`src/logic/dsc_pkg.sv`:
```
`default_nettype none
package dsc_pkg;

    // ------------------------------------------------------------
    // Polynomial
    // ------------------------------------------------------------
    localparam int unsigned CRC_W        = 32;
    localparam logic [31:0] CRC_TAPS     = 32'h04c1_1db6;
    localparam logic [31:0] CRC_PRESET   = 32'hffff_ffff;
    localparam logic [31:0] GOOD_RESIDUE = 32'h4704_dd7b;

    // ------------------------------------------------------------
    // Register port
    // ------------------------------------------------------------
    localparam int unsigned ADDR_W = 8;
    localparam int unsigned DATA_W = 32;
    localparam int unsigned CNT_W  = 16;
    localparam int unsigned EV_W   = 4;

    localparam logic [7:0] OFS_CTRL    = 8'h00;
    localparam logic [7:0] OFS_STATUS  = 8'h04;
    localparam logic [7:0] OFS_CLEAR   = 8'h08;
    localparam logic [7:0] OFS_ENABLE  = 8'h0c;
    localparam logic [7:0] OFS_TX_REM  = 8'h10;
    localparam logic [7:0] OFS_RX_REM  = 8'h14;
    localparam logic [7:0] OFS_BITS    = 8'h18;
    localparam logic [7:0] OFS_FRAMES  = 8'h1c;

    localparam int unsigned CTRL_PRESET_BIT = 0;
    localparam int unsigned CTRL_CLR_BIT    = 1;

    localparam int unsigned EV_PRESET   = 0;
    localparam int unsigned EV_GOOD     = 1;
    localparam int unsigned EV_BAD      = 2;
    localparam int unsigned EV_TX_CHECK = 3;

    localparam logic [31:0] RD_NONE = 32'h0000_0000;

    typedef struct packed {
        logic [7:0]  addr;
        logic [31:0] wdata;
        logic        wr;
        logic        rd;
    } dsc_bus_req_t;

    typedef struct packed {
        logic preset;
        logic gate;
        logic enable;
        logic serial_in;
    } dsc_tx_in_t;

endpackage
`default_nettype wire

```
`src/logic/dsc_dual_crc_codec.sv`:
```
// The placing of the registers and strobed register access are this design's own decisions.
`timescale 1ns/1ns
`default_nettype none
module dsc_dual_crc_codec #(
    parameter int unsigned CNT_BITS = dsc_pkg::CNT_W
) (
    input  wire logic                  clock,
    input  wire logic                  rst,
    input  wire dsc_pkg::dsc_bus_req_t bus_req,
    output var  logic [31:0]           bus_rdata,
    input  wire logic                  crc_preset,
    input  wire logic                  crc_gate_term,
    input  wire logic                  tx_data_enable,
    input  wire logic                  tx_serial_in,
    output var  logic                  tx_encoded_out,
    input  wire logic                  rx_encoded_in,
    input  wire logic                  rx_pass_gate_n,
    output var  logic                  rx_passthrough_out,
    output var  logic                  check_fail_flag,
    output var  logic                  irq
);
    import dsc_pkg::*;

    if (CNT_BITS < 1 || CNT_BITS > 16) begin : g_bad_cnt
        $error("counter width must be 1 to 16");
    end

    // ------------------------------------------------------------
    // State
    // ------------------------------------------------------------
    typedef struct packed {
        logic                soft_preset;
        logic                tx_out;
        logic                rx_out;
        logic                fail;
        logic [31:0]         rdata;
        logic [CNT_BITS-1:0] tx_bits;
        logic [CNT_BITS-1:0] rx_bits;
        logic [CNT_BITS-1:0] good_frames;
        logic [CNT_BITS-1:0] bad_frames;
        logic                preset_d;
        logic                tx_check_d;
    } dsc_core_t;

    dsc_core_t r;
    dsc_core_t next_r;

    // Check-phase detector starts high: idle lines after reset are no new phase
    localparam dsc_core_t CORE_RST = '{tx_check_d: 1'b1, default: '0};

    // ------------------------------------------------------------
    // Helpers
    // ------------------------------------------------------------
    // Saturating increment for the statistics counters
    function automatic logic [CNT_BITS-1:0] sat_inc(input logic [CNT_BITS-1:0] v);
        return (&v) ? v : v + 1'b1;
    endfunction

    // Zero-extends a counter into a 16-bit register field
    function automatic logic [15:0] widen(input logic [CNT_BITS-1:0] v);
        logic [15:0] w;
        w = '0;
        w[CNT_BITS-1:0] = v;
        return w;
    endfunction

    // ------------------------------------------------------------
    // Preset and shift registers
    // ------------------------------------------------------------
    dsc_tx_in_t        tx_in;
    logic              preset_eff;
    logic [CRC_W-1:0]  tx_crc;
    logic [CRC_W-1:0]  rx_crc;

    always_comb begin
        preset_eff      = crc_preset | r.soft_preset;
        tx_in.preset    = preset_eff;
        tx_in.gate      = crc_gate_term;
        tx_in.enable    = tx_data_enable;
        tx_in.serial_in = tx_serial_in;
    end

    dsc_lfsr #(
        .WIDTH (CRC_W),
        .TAPS  (CRC_TAPS)
    ) u_tx_lfsr (
        .clock    (clock),
        .rst      (rst),
        .preset   (tx_in.preset),
        .gate     (tx_in.gate),
        .din      (tx_in.serial_in),
        .state    (tx_crc),
        .feedback ()
    );

    // Receive side has no gating: feedback runs whenever not presetting
    dsc_lfsr #(
        .WIDTH (CRC_W),
        .TAPS  (CRC_TAPS)
    ) u_rx_lfsr (
        .clock    (clock),
        .rst      (rst),
        .preset   (preset_eff),
        .gate     (1'b1),
        .din      (rx_encoded_in),
        .state    (rx_crc),
        .feedback ()
    );

    // ------------------------------------------------------------
    // Register port decode
    // ------------------------------------------------------------
    logic            wr_ctrl;
    logic            wr_clear;
    logic            wr_enable;
    logic [EV_W-1:0] ev_status;
    logic [EV_W-1:0] ev_enable;
    logic [EV_W-1:0] ev_set;
    logic [31:0]     rd_value;

    always_comb begin
        wr_ctrl   = bus_req.wr && (bus_req.addr == OFS_CTRL);
        wr_clear  = bus_req.wr && (bus_req.addr == OFS_CLEAR);
        wr_enable = bus_req.wr && (bus_req.addr == OFS_ENABLE);
    end

    always_comb begin
        rd_value = RD_NONE;
        unique case (bus_req.addr)
            OFS_CTRL: begin
                rd_value[CTRL_PRESET_BIT] = r.soft_preset;
            end
            OFS_STATUS: begin
                rd_value[EV_W-1:0] = ev_status;
            end
            OFS_ENABLE: begin
                rd_value[EV_W-1:0] = ev_enable;
            end
            OFS_TX_REM: begin
                rd_value = tx_crc;
            end
            OFS_RX_REM: begin
                rd_value = rx_crc;
            end
            OFS_BITS: begin
                rd_value = {widen(r.rx_bits), widen(r.tx_bits)};
            end
            OFS_FRAMES: begin
                rd_value = {widen(r.bad_frames), widen(r.good_frames)};
            end
            default: begin
                rd_value = RD_NONE;
            end
        endcase
    end

    // ------------------------------------------------------------
    // Events
    // ------------------------------------------------------------
    logic tx_check_now;
    logic preset_rise;
    logic next_fail;

    always_comb begin
        next_fail    = (rx_crc != GOOD_RESIDUE);
        tx_check_now = ~crc_gate_term & ~tx_data_enable & ~preset_eff;
        preset_rise  = preset_eff & ~r.preset_d;
        ev_set                = '0;
        ev_set[EV_PRESET]     = preset_rise;
        ev_set[EV_GOOD]       = r.fail & ~next_fail & ~preset_eff;
        ev_set[EV_BAD]        = preset_rise & r.fail & (r.rx_bits != '0);
        ev_set[EV_TX_CHECK]   = tx_check_now & ~r.tx_check_d;
    end

    dsc_events #(
        .N (EV_W)
    ) u_events (
        .clock     (clock),
        .rst       (rst),
        .set       (ev_set),
        .clear_wr  (wr_clear),
        .enable_wr (wr_enable),
        .wdata     (bus_req.wdata[EV_W-1:0]),
        .status    (ev_status),
        .enable    (ev_enable),
        .irq       (irq)
    );

    // ------------------------------------------------------------
    // Next state
    // ------------------------------------------------------------
    always_comb begin
        next_r = r;

        // Registered data/check-bit select
        if (tx_in.gate | tx_in.enable) begin
            next_r.tx_out = tx_in.serial_in;
        end else begin
            next_r.tx_out = tx_crc[CRC_W-1];
        end

        // Pass-through holds while the gate is high
        if (!rx_pass_gate_n) begin
            next_r.rx_out = rx_encoded_in;
        end

        next_r.fail = next_fail;

        // Read data stand one cycle, zero otherwise
        next_r.rdata = bus_req.rd ? rd_value : RD_NONE;

        if (wr_ctrl) begin
            next_r.soft_preset = bus_req.wdata[CTRL_PRESET_BIT];
        end

        // Bits shifted since the last preset: tx only while crc_gate_term is high, rx every cycle
        if (preset_eff) begin
            next_r.tx_bits = '0;
            next_r.rx_bits = '0;
        end else begin
            if (crc_gate_term) begin
                next_r.tx_bits = sat_inc(r.tx_bits);
            end
            next_r.rx_bits = sat_inc(r.rx_bits);
        end

        // Frame tallies, judged at the next preset
        if (wr_ctrl && bus_req.wdata[CTRL_CLR_BIT]) begin
            next_r.good_frames = '0;
            next_r.bad_frames  = '0;
        end else if (preset_rise && (r.rx_bits != '0)) begin
            if (r.fail) begin
                next_r.bad_frames = sat_inc(r.bad_frames);
            end else begin
                next_r.good_frames = sat_inc(r.good_frames);
            end
        end

        next_r.preset_d   = preset_eff;
        next_r.tx_check_d = tx_check_now;
    end

    // ------------------------------------------------------------
    // Registers and outputs
    // ------------------------------------------------------------
    always_ff @(posedge clock or posedge rst) begin
        if (rst) begin
            r <= CORE_RST;
        end else begin
            r <= next_r;
        end
    end

    always_comb begin
        tx_encoded_out     = r.tx_out;
        rx_passthrough_out = r.rx_out;
        check_fail_flag    = r.fail;
        bus_rdata          = r.rdata;
    end

endmodule // dsc_dual_crc_codec
`default_nettype wire

```
`src/logic/dsc_lfsr.sv`:
```
`timescale 1ns/1ns
`default_nettype none
module dsc_lfsr #(
    parameter int unsigned       WIDTH = dsc_pkg::CRC_W,
    parameter logic [WIDTH-1:0]  TAPS  = dsc_pkg::CRC_TAPS[WIDTH-1:0]
) (
    input  wire logic             clock,
    input  wire logic             rst,
    input  wire logic             preset,
    input  wire logic             gate,
    input  wire logic             din,
    output var  logic [WIDTH-1:0] state,
    output var  logic             feedback
);
    import dsc_pkg::*;

    if (WIDTH < 2) begin : g_bad_width
        $error("dsc_lfsr needs at least two stages");
    end

    typedef struct packed {
        logic [WIDTH-1:0] q;
    } dsc_lfsr_state_t;

    dsc_lfsr_state_t r;
    dsc_lfsr_state_t next_r;

    always_comb begin
        feedback = gate & ~preset & (r.q[WIDTH-1] ^ din);
        next_r   = r;
        if (preset) begin
            next_r.q = {WIDTH{1'b1}};
        end else begin
            next_r.q = {r.q[WIDTH-2:0], feedback} ^ (TAPS & {WIDTH{feedback}});
        end
        state = r.q;
    end

    always_ff @(posedge clock or posedge rst) begin
        if (rst) begin
            r <= '1;
        end else begin
            r <= next_r;
        end
    end

endmodule // dsc_lfsr
`default_nettype wire

```
`src/logic/dsc_events.sv`:
```
`timescale 1ns/1ns
`default_nettype none
module dsc_events #(
    parameter int unsigned N = dsc_pkg::EV_W
) (
    input  wire logic         clock,
    input  wire logic         rst,
    input  wire logic [N-1:0] set,
    input  wire logic         clear_wr,
    input  wire logic         enable_wr,
    input  wire logic [N-1:0] wdata,
    output var  logic [N-1:0] status,
    output var  logic [N-1:0] enable,
    output var  logic         irq
);
    import dsc_pkg::*;

    if (N < 1 || N > DATA_W) begin : g_bad_n
        $error("dsc_events width out of range");
    end

    typedef struct packed {
        logic [N-1:0] status;
        logic [N-1:0] enable;
        logic         irq;
    } dsc_ev_state_t;

    dsc_ev_state_t r;
    dsc_ev_state_t next_r;

    always_comb begin
        next_r = r;
        // Set beats a clear in the same cycle
        next_r.status = (r.status & ~(clear_wr ? wdata : '0)) | set;
        if (enable_wr) begin
            next_r.enable = wdata;
        end
        next_r.irq = |(next_r.status & next_r.enable);
        status = r.status;
        enable = r.enable;
        irq    = r.irq;
    end

    always_ff @(posedge clock or posedge rst) begin
        if (rst) begin
            r <= '0;
        end else begin
            r <= next_r;
        end
    end

endmodule // dsc_events
`default_nettype wire

```
`config.mk`:
```
export PLATFORM = sky130hd
export DESIGN_NAME = dsc_dual_crc_codec
export DESIGN_NICKNAME = d
export VERILOG_FILES = /design/src/logic/dsc_pkg.sv /design/src/logic/dsc_dual_crc_codec.sv /design/src/logic/dsc_lfsr.sv /design/src/logic/dsc_events.sv
export SDC_FILE = /design/constraint.sdc
export NUM_CORES = 1
export LEC_CHECK = 0
export BUFFER_PORTS_ARGS = -buffer_cell sky130_fd_sc_hd__buf_2
export CAP_MARGIN = 20
export CORE_MARGIN = 3
export CORE_UTILIZATION = 46
export DETAILED_ROUTE_END_ITERATION = 10
export PLACE_DENSITY = 0.73
export SLEW_MARGIN = 20
export SYNTH_ARGS = -nofsm -noshare
export SYNTH_HDL_FRONTEND = slang
export SYNTH_SLANG_ARGS = --single-unit
```
`constraint.sdc`:
```
create_clock -name clock -period 6.6 [get_ports clock]
set_clock_uncertainty 0.2 [all_clocks]
set_input_delay 0.66 -clock clock [delete_from_list [all_inputs] [get_ports clock]]
set_output_delay 0.66 -clock clock [all_outputs]
set_load 0.02 [all_outputs]
```
==> results of run 1 <==
[worst max-delay path: stages]
cell                      delay [ps]
sky130_fd_sc_hd__buf_2           120
sky130_fd_sc_hd__nor3b_2         340
sky130_fd_sc_hd__nor2b_1         350
sky130_fd_sc_hd__and2_1          920
sky130_fd_sc_hd__a22oi_1         190
sky130_fd_sc_hd__a21oi_1         390
[how the worst max path moves through the flow]
| stage | start | endpoint | slack [ps] | cells after the start |
|---|---|---|---|---|
| floorplan | rst | bus_rdata[0] | 1100 | 1 |
| detailed placement | bus_req[35] | bus_rdata[23] | 3380 | 6 |
| global placement | bus_req[41] | bus_rdata[15] | 3420 | 5 |
| finish | bus_req[35] | bus_rdata[12] | 3700 | 6 |
| CTS | bus_req[35] | bus_rdata[23] | 3810 | 6 |
| global route | bus_req[35] | bus_rdata[24] | 3620 | 6 |
[area by class of cell]
class / count / area, um^2 / area share [%]
Clock inverter: 7 / 67.56 / 0.7275
Clock buffer: 25 / 538.0 / 5.793
Timing Repair Buffer: 67 / 360.3 / 3.880
Tap cell: 229 / 286.5 / 3.085
Inverter: 12 / 50.05 / 0.5389
Sequential cell: 175 / 4461 / 48.03
Multi-Input combinational cell: 540 / 3525 / 37.95
[metal layers]
metal | vias to the layer above | global-route usage [%] | share of wire, %
met2 | 193 | 32.60 | 47
li1 | 2957 | - | -
met1 | 3153 | 30.09 | 46
met3 | 31 | 4.301 | 4.9
met5 | - | 0 | 0
met4 | 0 | 6.616 | 1.9
[synth_stat cells (13+ instances only)]
library cell | number | area share [%]
sky130_fd_sc_hd__dfrtp_1 | 110 | 32
sky130_fd_sc_hd__a21oi_1 | 68 | 4.0
sky130_fd_sc_hd__dfstp_2 | 65 | 20
sky130_fd_sc_hd__nor2_1 | 60 | 2.6
sky130_fd_sc_hd__a22oi_1 | 59 | 5.2
sky130_fd_sc_hd__or3_1 | 45 | 3.3
sky130_fd_sc_hd__nand2_1 | 43 | 1.9
sky130_fd_sc_hd__buf_4 | 32 | 2.8
sky130_fd_sc_hd__xnor2_1 | 31 | 3.2
sky130_fd_sc_hd__clkbuf_1 | 27 | 1.2
sky130_fd_sc_hd__nand4_1 | 26 | 1.9
sky130_fd_sc_hd__nand3_1 | 22 | 1.3
sky130_fd_sc_hd__buf_2 | 19 | 1.1
sky130_fd_sc_hd__and3_1 | 16 | 1.2
sky130_fd_sc_hd__nor4_1 | 14 | 1.0
sky130_fd_sc_hd__o21ai_0 | 13 | 0.77
[cells by family (layout without fill, tap and decap cells)]
logic type | Yosys count | after routing | share of synthesized area [%]
xor gates and xnor gates | 41 | 41 | 4.225
DFF | 175 | 175 | 52.48
and+or+nand+nor | 297 | 297 | 20.68
AOI/OAI and AO/OA | 185 | 185 | 14.29
buffers and inverters | 95 | 111 | 6.065
adders and majority gates | 5 | 5 | 0.7361
muxes | 12 | 12 | 1.516
[power breakdown]
| part | total, mW | leakage [nW] | internal, mW | switching (mW) |
|---|---|---|---|---|
| Clock | 1.02 | 0.305 | 0.606 | 0.413 |
| Combinational | 0.159 | 1.21 | 0.0548 | 0.104 |
| Sequential | 1.18 | 2.16 | 1.13 | 0.0489 |
[sequential cells by signal, indices dropped and copies added, names as in the netlist]
register,cells
r,67
bus_rdata,32
u_rx_lfsr.state,32
u_tx_lfsr.state,32
u_events.enable,4
u_events.status,4
check_fail_flag,1
rx_passthrough_out,1
tx_encoded_out,1
u_events.irq,1
[through the flow]
step           hold WS, ps  cell area (um^2)  worst slack [ps]
3_3_place_gp         291.1              8681              3423
3_5_place_dp         296.0              8681              3379
4_1_cts              157.5              9286              3811
5_1_grt              156.5              9288              3619
2_1_floorplan        269.9              8499              1102
6_report             122.2              9288              3700
==> metrics.cfg, run 1 <==
[worst_setup_path]
worst_setup_path_start_kind=input port
worstPathMaxFanout=30
timing.critical_path.to_type=flop
worstPathArrival_ps=3000
timing.reg2reg.setup_slack_ps=3840
r2r_end=u_tx_lfsr.state[10]
r2r.worst_path.cells=7
crit-reg2reg-launch=r[101]
worst-endpoint-required_ps=6700
setup.worst_path.class=in2reg

[pwr]
pwr_density_cell_nw_per_um2=254.0
power.static_leakage_nw=3.677
max_rail_drop_vdd_uv=186.7
overall_power_consumption_mw=2.359

[routing]
initialDrtViolationCount=521
drt_drc_violations_left=0
detail-route-antenna-nets=0
avgRoutedWirePerCell_um=19.27
vias=6334
drt-total-wl_um=20330
drt_pre_antenna_iters=5
route.detailed.vias_per_inst=6.004

[global_routing]
via_count_of_the_first_global_routing_pass=6195
wire_length_of_the_first_global_routing_pass_um=33420
antenna_violations_before_repair=0
grt_start_max_net_pins=78
grt-ovfl-total=0
total_global_route_track_usage_pct=21.08

[layout]
fin_nets=868
drive_above_1_share_pct=23.85
fillCellCount=1612
area_grow_syn2layout_pct=9.274
layout.cells.most_common_list=sky130_fd_sc_hd__dfrtp_1, sky130_fd_sc_hd__a21oi_1, sky130_fd_sc_hd__dfstp_2, sky130_fd_sc_hd__nor2_1, sky130_fd_sc_hd__a22oi_1
insertedDiodeCount=0
final_util_pct=51.35
final-instance-count-excl-fill=1055
mostFrequentLayoutCell=sky130_fd_sc_hd__dfrtp_1

[clock_tree]
cts_tree=yes
cts_root_buf=sky130_fd_sc_hd__clkbuf_16
clk_pin_slew_worst_paths_ps=60
worst_skew_pair.late_latency_ps=430
post_cts.repair.setup_buffers=0
cts_num_sinks=175
tritoncts.num_buffers=17
cts.htree.levels=4
ctsResizeCount=0
holdBufCountCts=0
max_clock_buf_depth=2

[place]
portBuffers=57
gp_routability_congestion=0.8825
dp.final_hpwl_um=13700
dp.cells=1023

[synth]
yosys_register_bits=175
netlist_area_um2=8499
synth_warnings=0
synth_top_flop_cell=sky130_fd_sc_hd__dfrtp_1
synth_cell_types=69
post_synth.cell_area_avg_um2=10.49
synth_enable_flop_cells=0
seq_area_frac_synth_pct=52.48
synthCells=810
postSynth.asyncResetShare_pct=100.0
syn-num-nets=865

[die]
chipWidth_um=141.9
die_h_um=141.9
dieArea_um2=20140
ios=86
initial_utilization_pct=46.99
fp-row-count=49
core_area_um2=18090

[sta]
slew_headroom_pct=25.52
finalMaxSlewViolations=0
setup-violations-final=0
period_utilization_pct=43.94
setup-tns-final_ps=0
worst-slew-pin-transition_ps=1117
hold_viol=0
unrepaired_setup_endpoints_after_global_routing=no
post-route-min-period_ps=2900
maximum_clock_frequency_mhz=344.8

[run_status]
outcome=finished clean

[hold_path]
hold_path_class=in2async

[flow_run]
max_cap_violations=0

Note: power is estimated with default switching activity, not from simulation.
==> inputs of run 2 (changes only) <==
==> constraint.sdc (replaced) <==
create_clock -name clock -period 2.95 [get_ports clock]
set_clock_uncertainty 0.2 [all_clocks]
set_input_delay 0.295 -clock clock [delete_from_list [all_inputs] [get_ports clock]]
set_output_delay 0.295 -clock clock [all_outputs]
set_load 0.02 [all_outputs]
==> run 2 against run 1 <==
Compared with the run above:
- total power up 130%
- sequential share of layout area down 1.3 points
- sequential cell count unchanged
- cell count up 2.4%
- die area unchanged
- clock-buffer cell count is 4 lower
- largest cell class unchanged
==> metrics.cfg, run 2 (same netlist as run 1, synthesis figures left out) <==
[global_routing]
antenna_violations_before_repair=1  ; +1
grt_start_max_net_pins=40  ; -49%
grt-ovfl-total=0  ; unchanged
via_count_of_the_first_global_routing_pass=6152  ; -0.69%
wire_length_of_the_first_global_routing_pass_um=33380  ; -0.14%
total_global_route_track_usage_pct=21.01  ; -0.070 points

[hold_path]
hold_path_class=in2reg
hold_path_startpoint=bus_req[37]
timing.hold.worst_path_depth=3
min_delay_endpoint=bus_rdata[3]

[run_status]
outcome=finished clean

[worst_setup_path]
worst-endpoint-required_ps=3050  ; -3650 ps
setup.worst_path.class=reg2reg
crit-reg2reg-launch=r[34]
timing.reg2reg.setup_slack_ps=390  ; -3450 ps
r2r_end=u_events.irq
worstPathArrival_ps=2660  ; -340 ps
r2r.worst_path.cells=7  ; unchanged
timing.critical_path.to_type=flop
worst_setup_path_start_kind=flop
worstPathMaxFanout=5  ; -83%

[layout]
drive_above_1_share_pct=24.56  ; +0.71 points
fin_nets=893  ; +2.9%
top_register=r
area_grow_syn2layout_pct=12.29
multi_input_comb_area_um2=3523  ; about the same
largest_register_ffs=67  ; unchanged
insertedDiodeCount=0  ; unchanged
layout.cell_area.non_filler_um2=9544  ; +2.8%
layout.cells.most_common_list=sky130_fd_sc_hd__dfrtp_1, sky130_fd_sc_hd__a21oi_1, sky130_fd_sc_hd__dfstp_2, sky130_fd_sc_hd__nor2_1, sky130_fd_sc_hd__a22oi_1
mostFrequentLayoutCell=sky130_fd_sc_hd__dfrtp_1
final-instance-count-excl-fill=1080  ; +2.4%
area.sequential_um2=4461  ; unchanged
fillCellCount=1579  ; -2.0%
final_util_pct=52.77  ; +1.4 points

[sta]
post-route-min-period_ps=2556
hold_viol=0  ; unchanged
setup-tns-final_ps=0  ; unchanged
period_utilization_pct=86.63
unrepaired_setup_endpoints_after_global_routing=no
setup-violations-final=0  ; unchanged
maximum_clock_frequency_mhz=391.3
worst-slew-pin-transition_ps=826.7  ; -290.5 ps
slew_headroom_pct=44.77  ; +19 points
finalMaxSlewViolations=0  ; unchanged

[clock_tree]
cts.htree.levels=4  ; unchanged
post_cts.repair.setup_buffers=0  ; unchanged
cts_num_sinks=175  ; unchanged
holdBufCountCts=11  ; +11
cts_root_buf=sky130_fd_sc_hd__clkbuf_16
tritoncts.num_buffers=17  ; unchanged
ctsResizeCount=0  ; unchanged
worst_skew_pair.late_latency_ps=430  ; about the same
clk_pin_slew_worst_paths_ps=60  ; about the same
cts_tree=yes
max_clock_buf_depth=2  ; unchanged

[die]
fp-row-count=49  ; unchanged
ios=86  ; unchanged
die_h_um=141.9  ; unchanged
initial_utilization_pct=46.99  ; unchanged
dieArea_um2=20140  ; unchanged
chipWidth_um=141.9  ; unchanged
core_area_um2=18090  ; unchanged

[routing]
detail-route-antenna-nets=0  ; unchanged
route.detailed.vias_per_inst=6.005  ; about the same
initialDrtViolationCount=552  ; +6.0%
drt_pre_antenna_iters=5  ; unchanged
avgRoutedWirePerCell_um=19.13  ; -0.70%
drt_drc_violations_left=0  ; unchanged
vias=6485  ; +2.4%
drt-total-wl_um=20670  ; +1.7%

[pwr]
max_rail_drop_vdd_uv=423.3  ; +130%
power.static_leakage_nw=3.802  ; +3.4%
pwr_density_cell_nw_per_um2=556.1  ; +120%

[place]
place_area_um2=8835  ; +1.8%
gp_routability_congestion=0.8771  ; -0.61%
dp.cells=1037  ; +1.4%
dp.final_hpwl_um=14230  ; +3.8%
portBuffers=57  ; unchanged

[flow_run]
max_cap_violations=0  ; unchanged

==> run 2: cell types whose count changed in the layout (fill, tap and decap cells not counted), moves of 3 or more <==
cell and change:
sky130_fd_sc_hd__dlygate4sd3_1 +11, sky130_fd_sc_hd__buf_4 +10, sky130_fd_sc_hd__buf_12 +4, sky130_fd_sc_hd__inv_4 -3
==> run 2: area by class of cell <==
class                           count  share of cell area [%]
Inverter                           12                  0.5113
Clock buffer                       21                   4.824
Clock inverter                     11                   1.455
Sequential cell                   175                   46.74
Tap cell                          229                   3.002
Timing Repair Buffer               92                   6.555
Multi-Input combinational cell    540                   36.92
==> run 2: worst max-delay path by stage <==
stage                     cells after the start            to  startpoint  slack, ps
final                                         7  u_events.irq       r[34]        390
after global routing                          7          r[6]       r[34]        270
after CTS                                     7  u_events.irq       r[34]        390
after detailed placement                      7  u_events.irq       r[34]        410
after global placement                        7  u_events.irq       r[34]        480
after floorplan                               1  bus_rdata[0]         rst        270
==> run 2: layer usage <==
metal | GRT usage (%) | vias up | wire (um) | part of all wire, %
met5 | 0 | - | 13 | 0.063
met4 | 6.313 | 2 | 461 | 2.2
met3 | 5.679 | 35 | 1449 | 7.0
met2 | 32.48 | 244 | 9581 | 46
met1 | 29.26 | 3204 | 9159 | 44
li1 | - | 3000 | - | -
==> run 2: per-stage QoR <==
stage               hold slack [ps]  worst slack (ps)  power (mW)
floorplan                     142.3             269.4       2.904
global placement              255.3             477.2       3.035
detailed placement            259.6             406.4       3.052
CTS                           5.309             387.1       5.348
global route                  30.61             273.2       5.511
finish                        16.30             394.4       5.308
==> run 2: report_power, final <==
group / total [mW] / internal (mW) / leakage [nW] / switching, mW
Clock: 2.28 / 1.37 / 0.294 / 0.914
Sequential: 2.64 / 2.53 / 2.16 / 0.105
Combinational: 0.384 / 0.146 / 1.35 / 0.238
Total: 5.31 / 4.05 / 3.80 / 1.26
==> run 2: critical path: stages (launching register included) <==
cell and delay, ps:
sky130_fd_sc_hd__dfrtp_1 420, sky130_fd_sc_hd__inv_1 100, sky130_fd_sc_hd__ha_1 140, sky130_fd_sc_hd__nor4b_1 390
sky130_fd_sc_hd__nand4_1 330, sky130_fd_sc_hd__and2_1 320, sky130_fd_sc_hd__a21o_1 190, sky130_fd_sc_hd__a221o_1 330
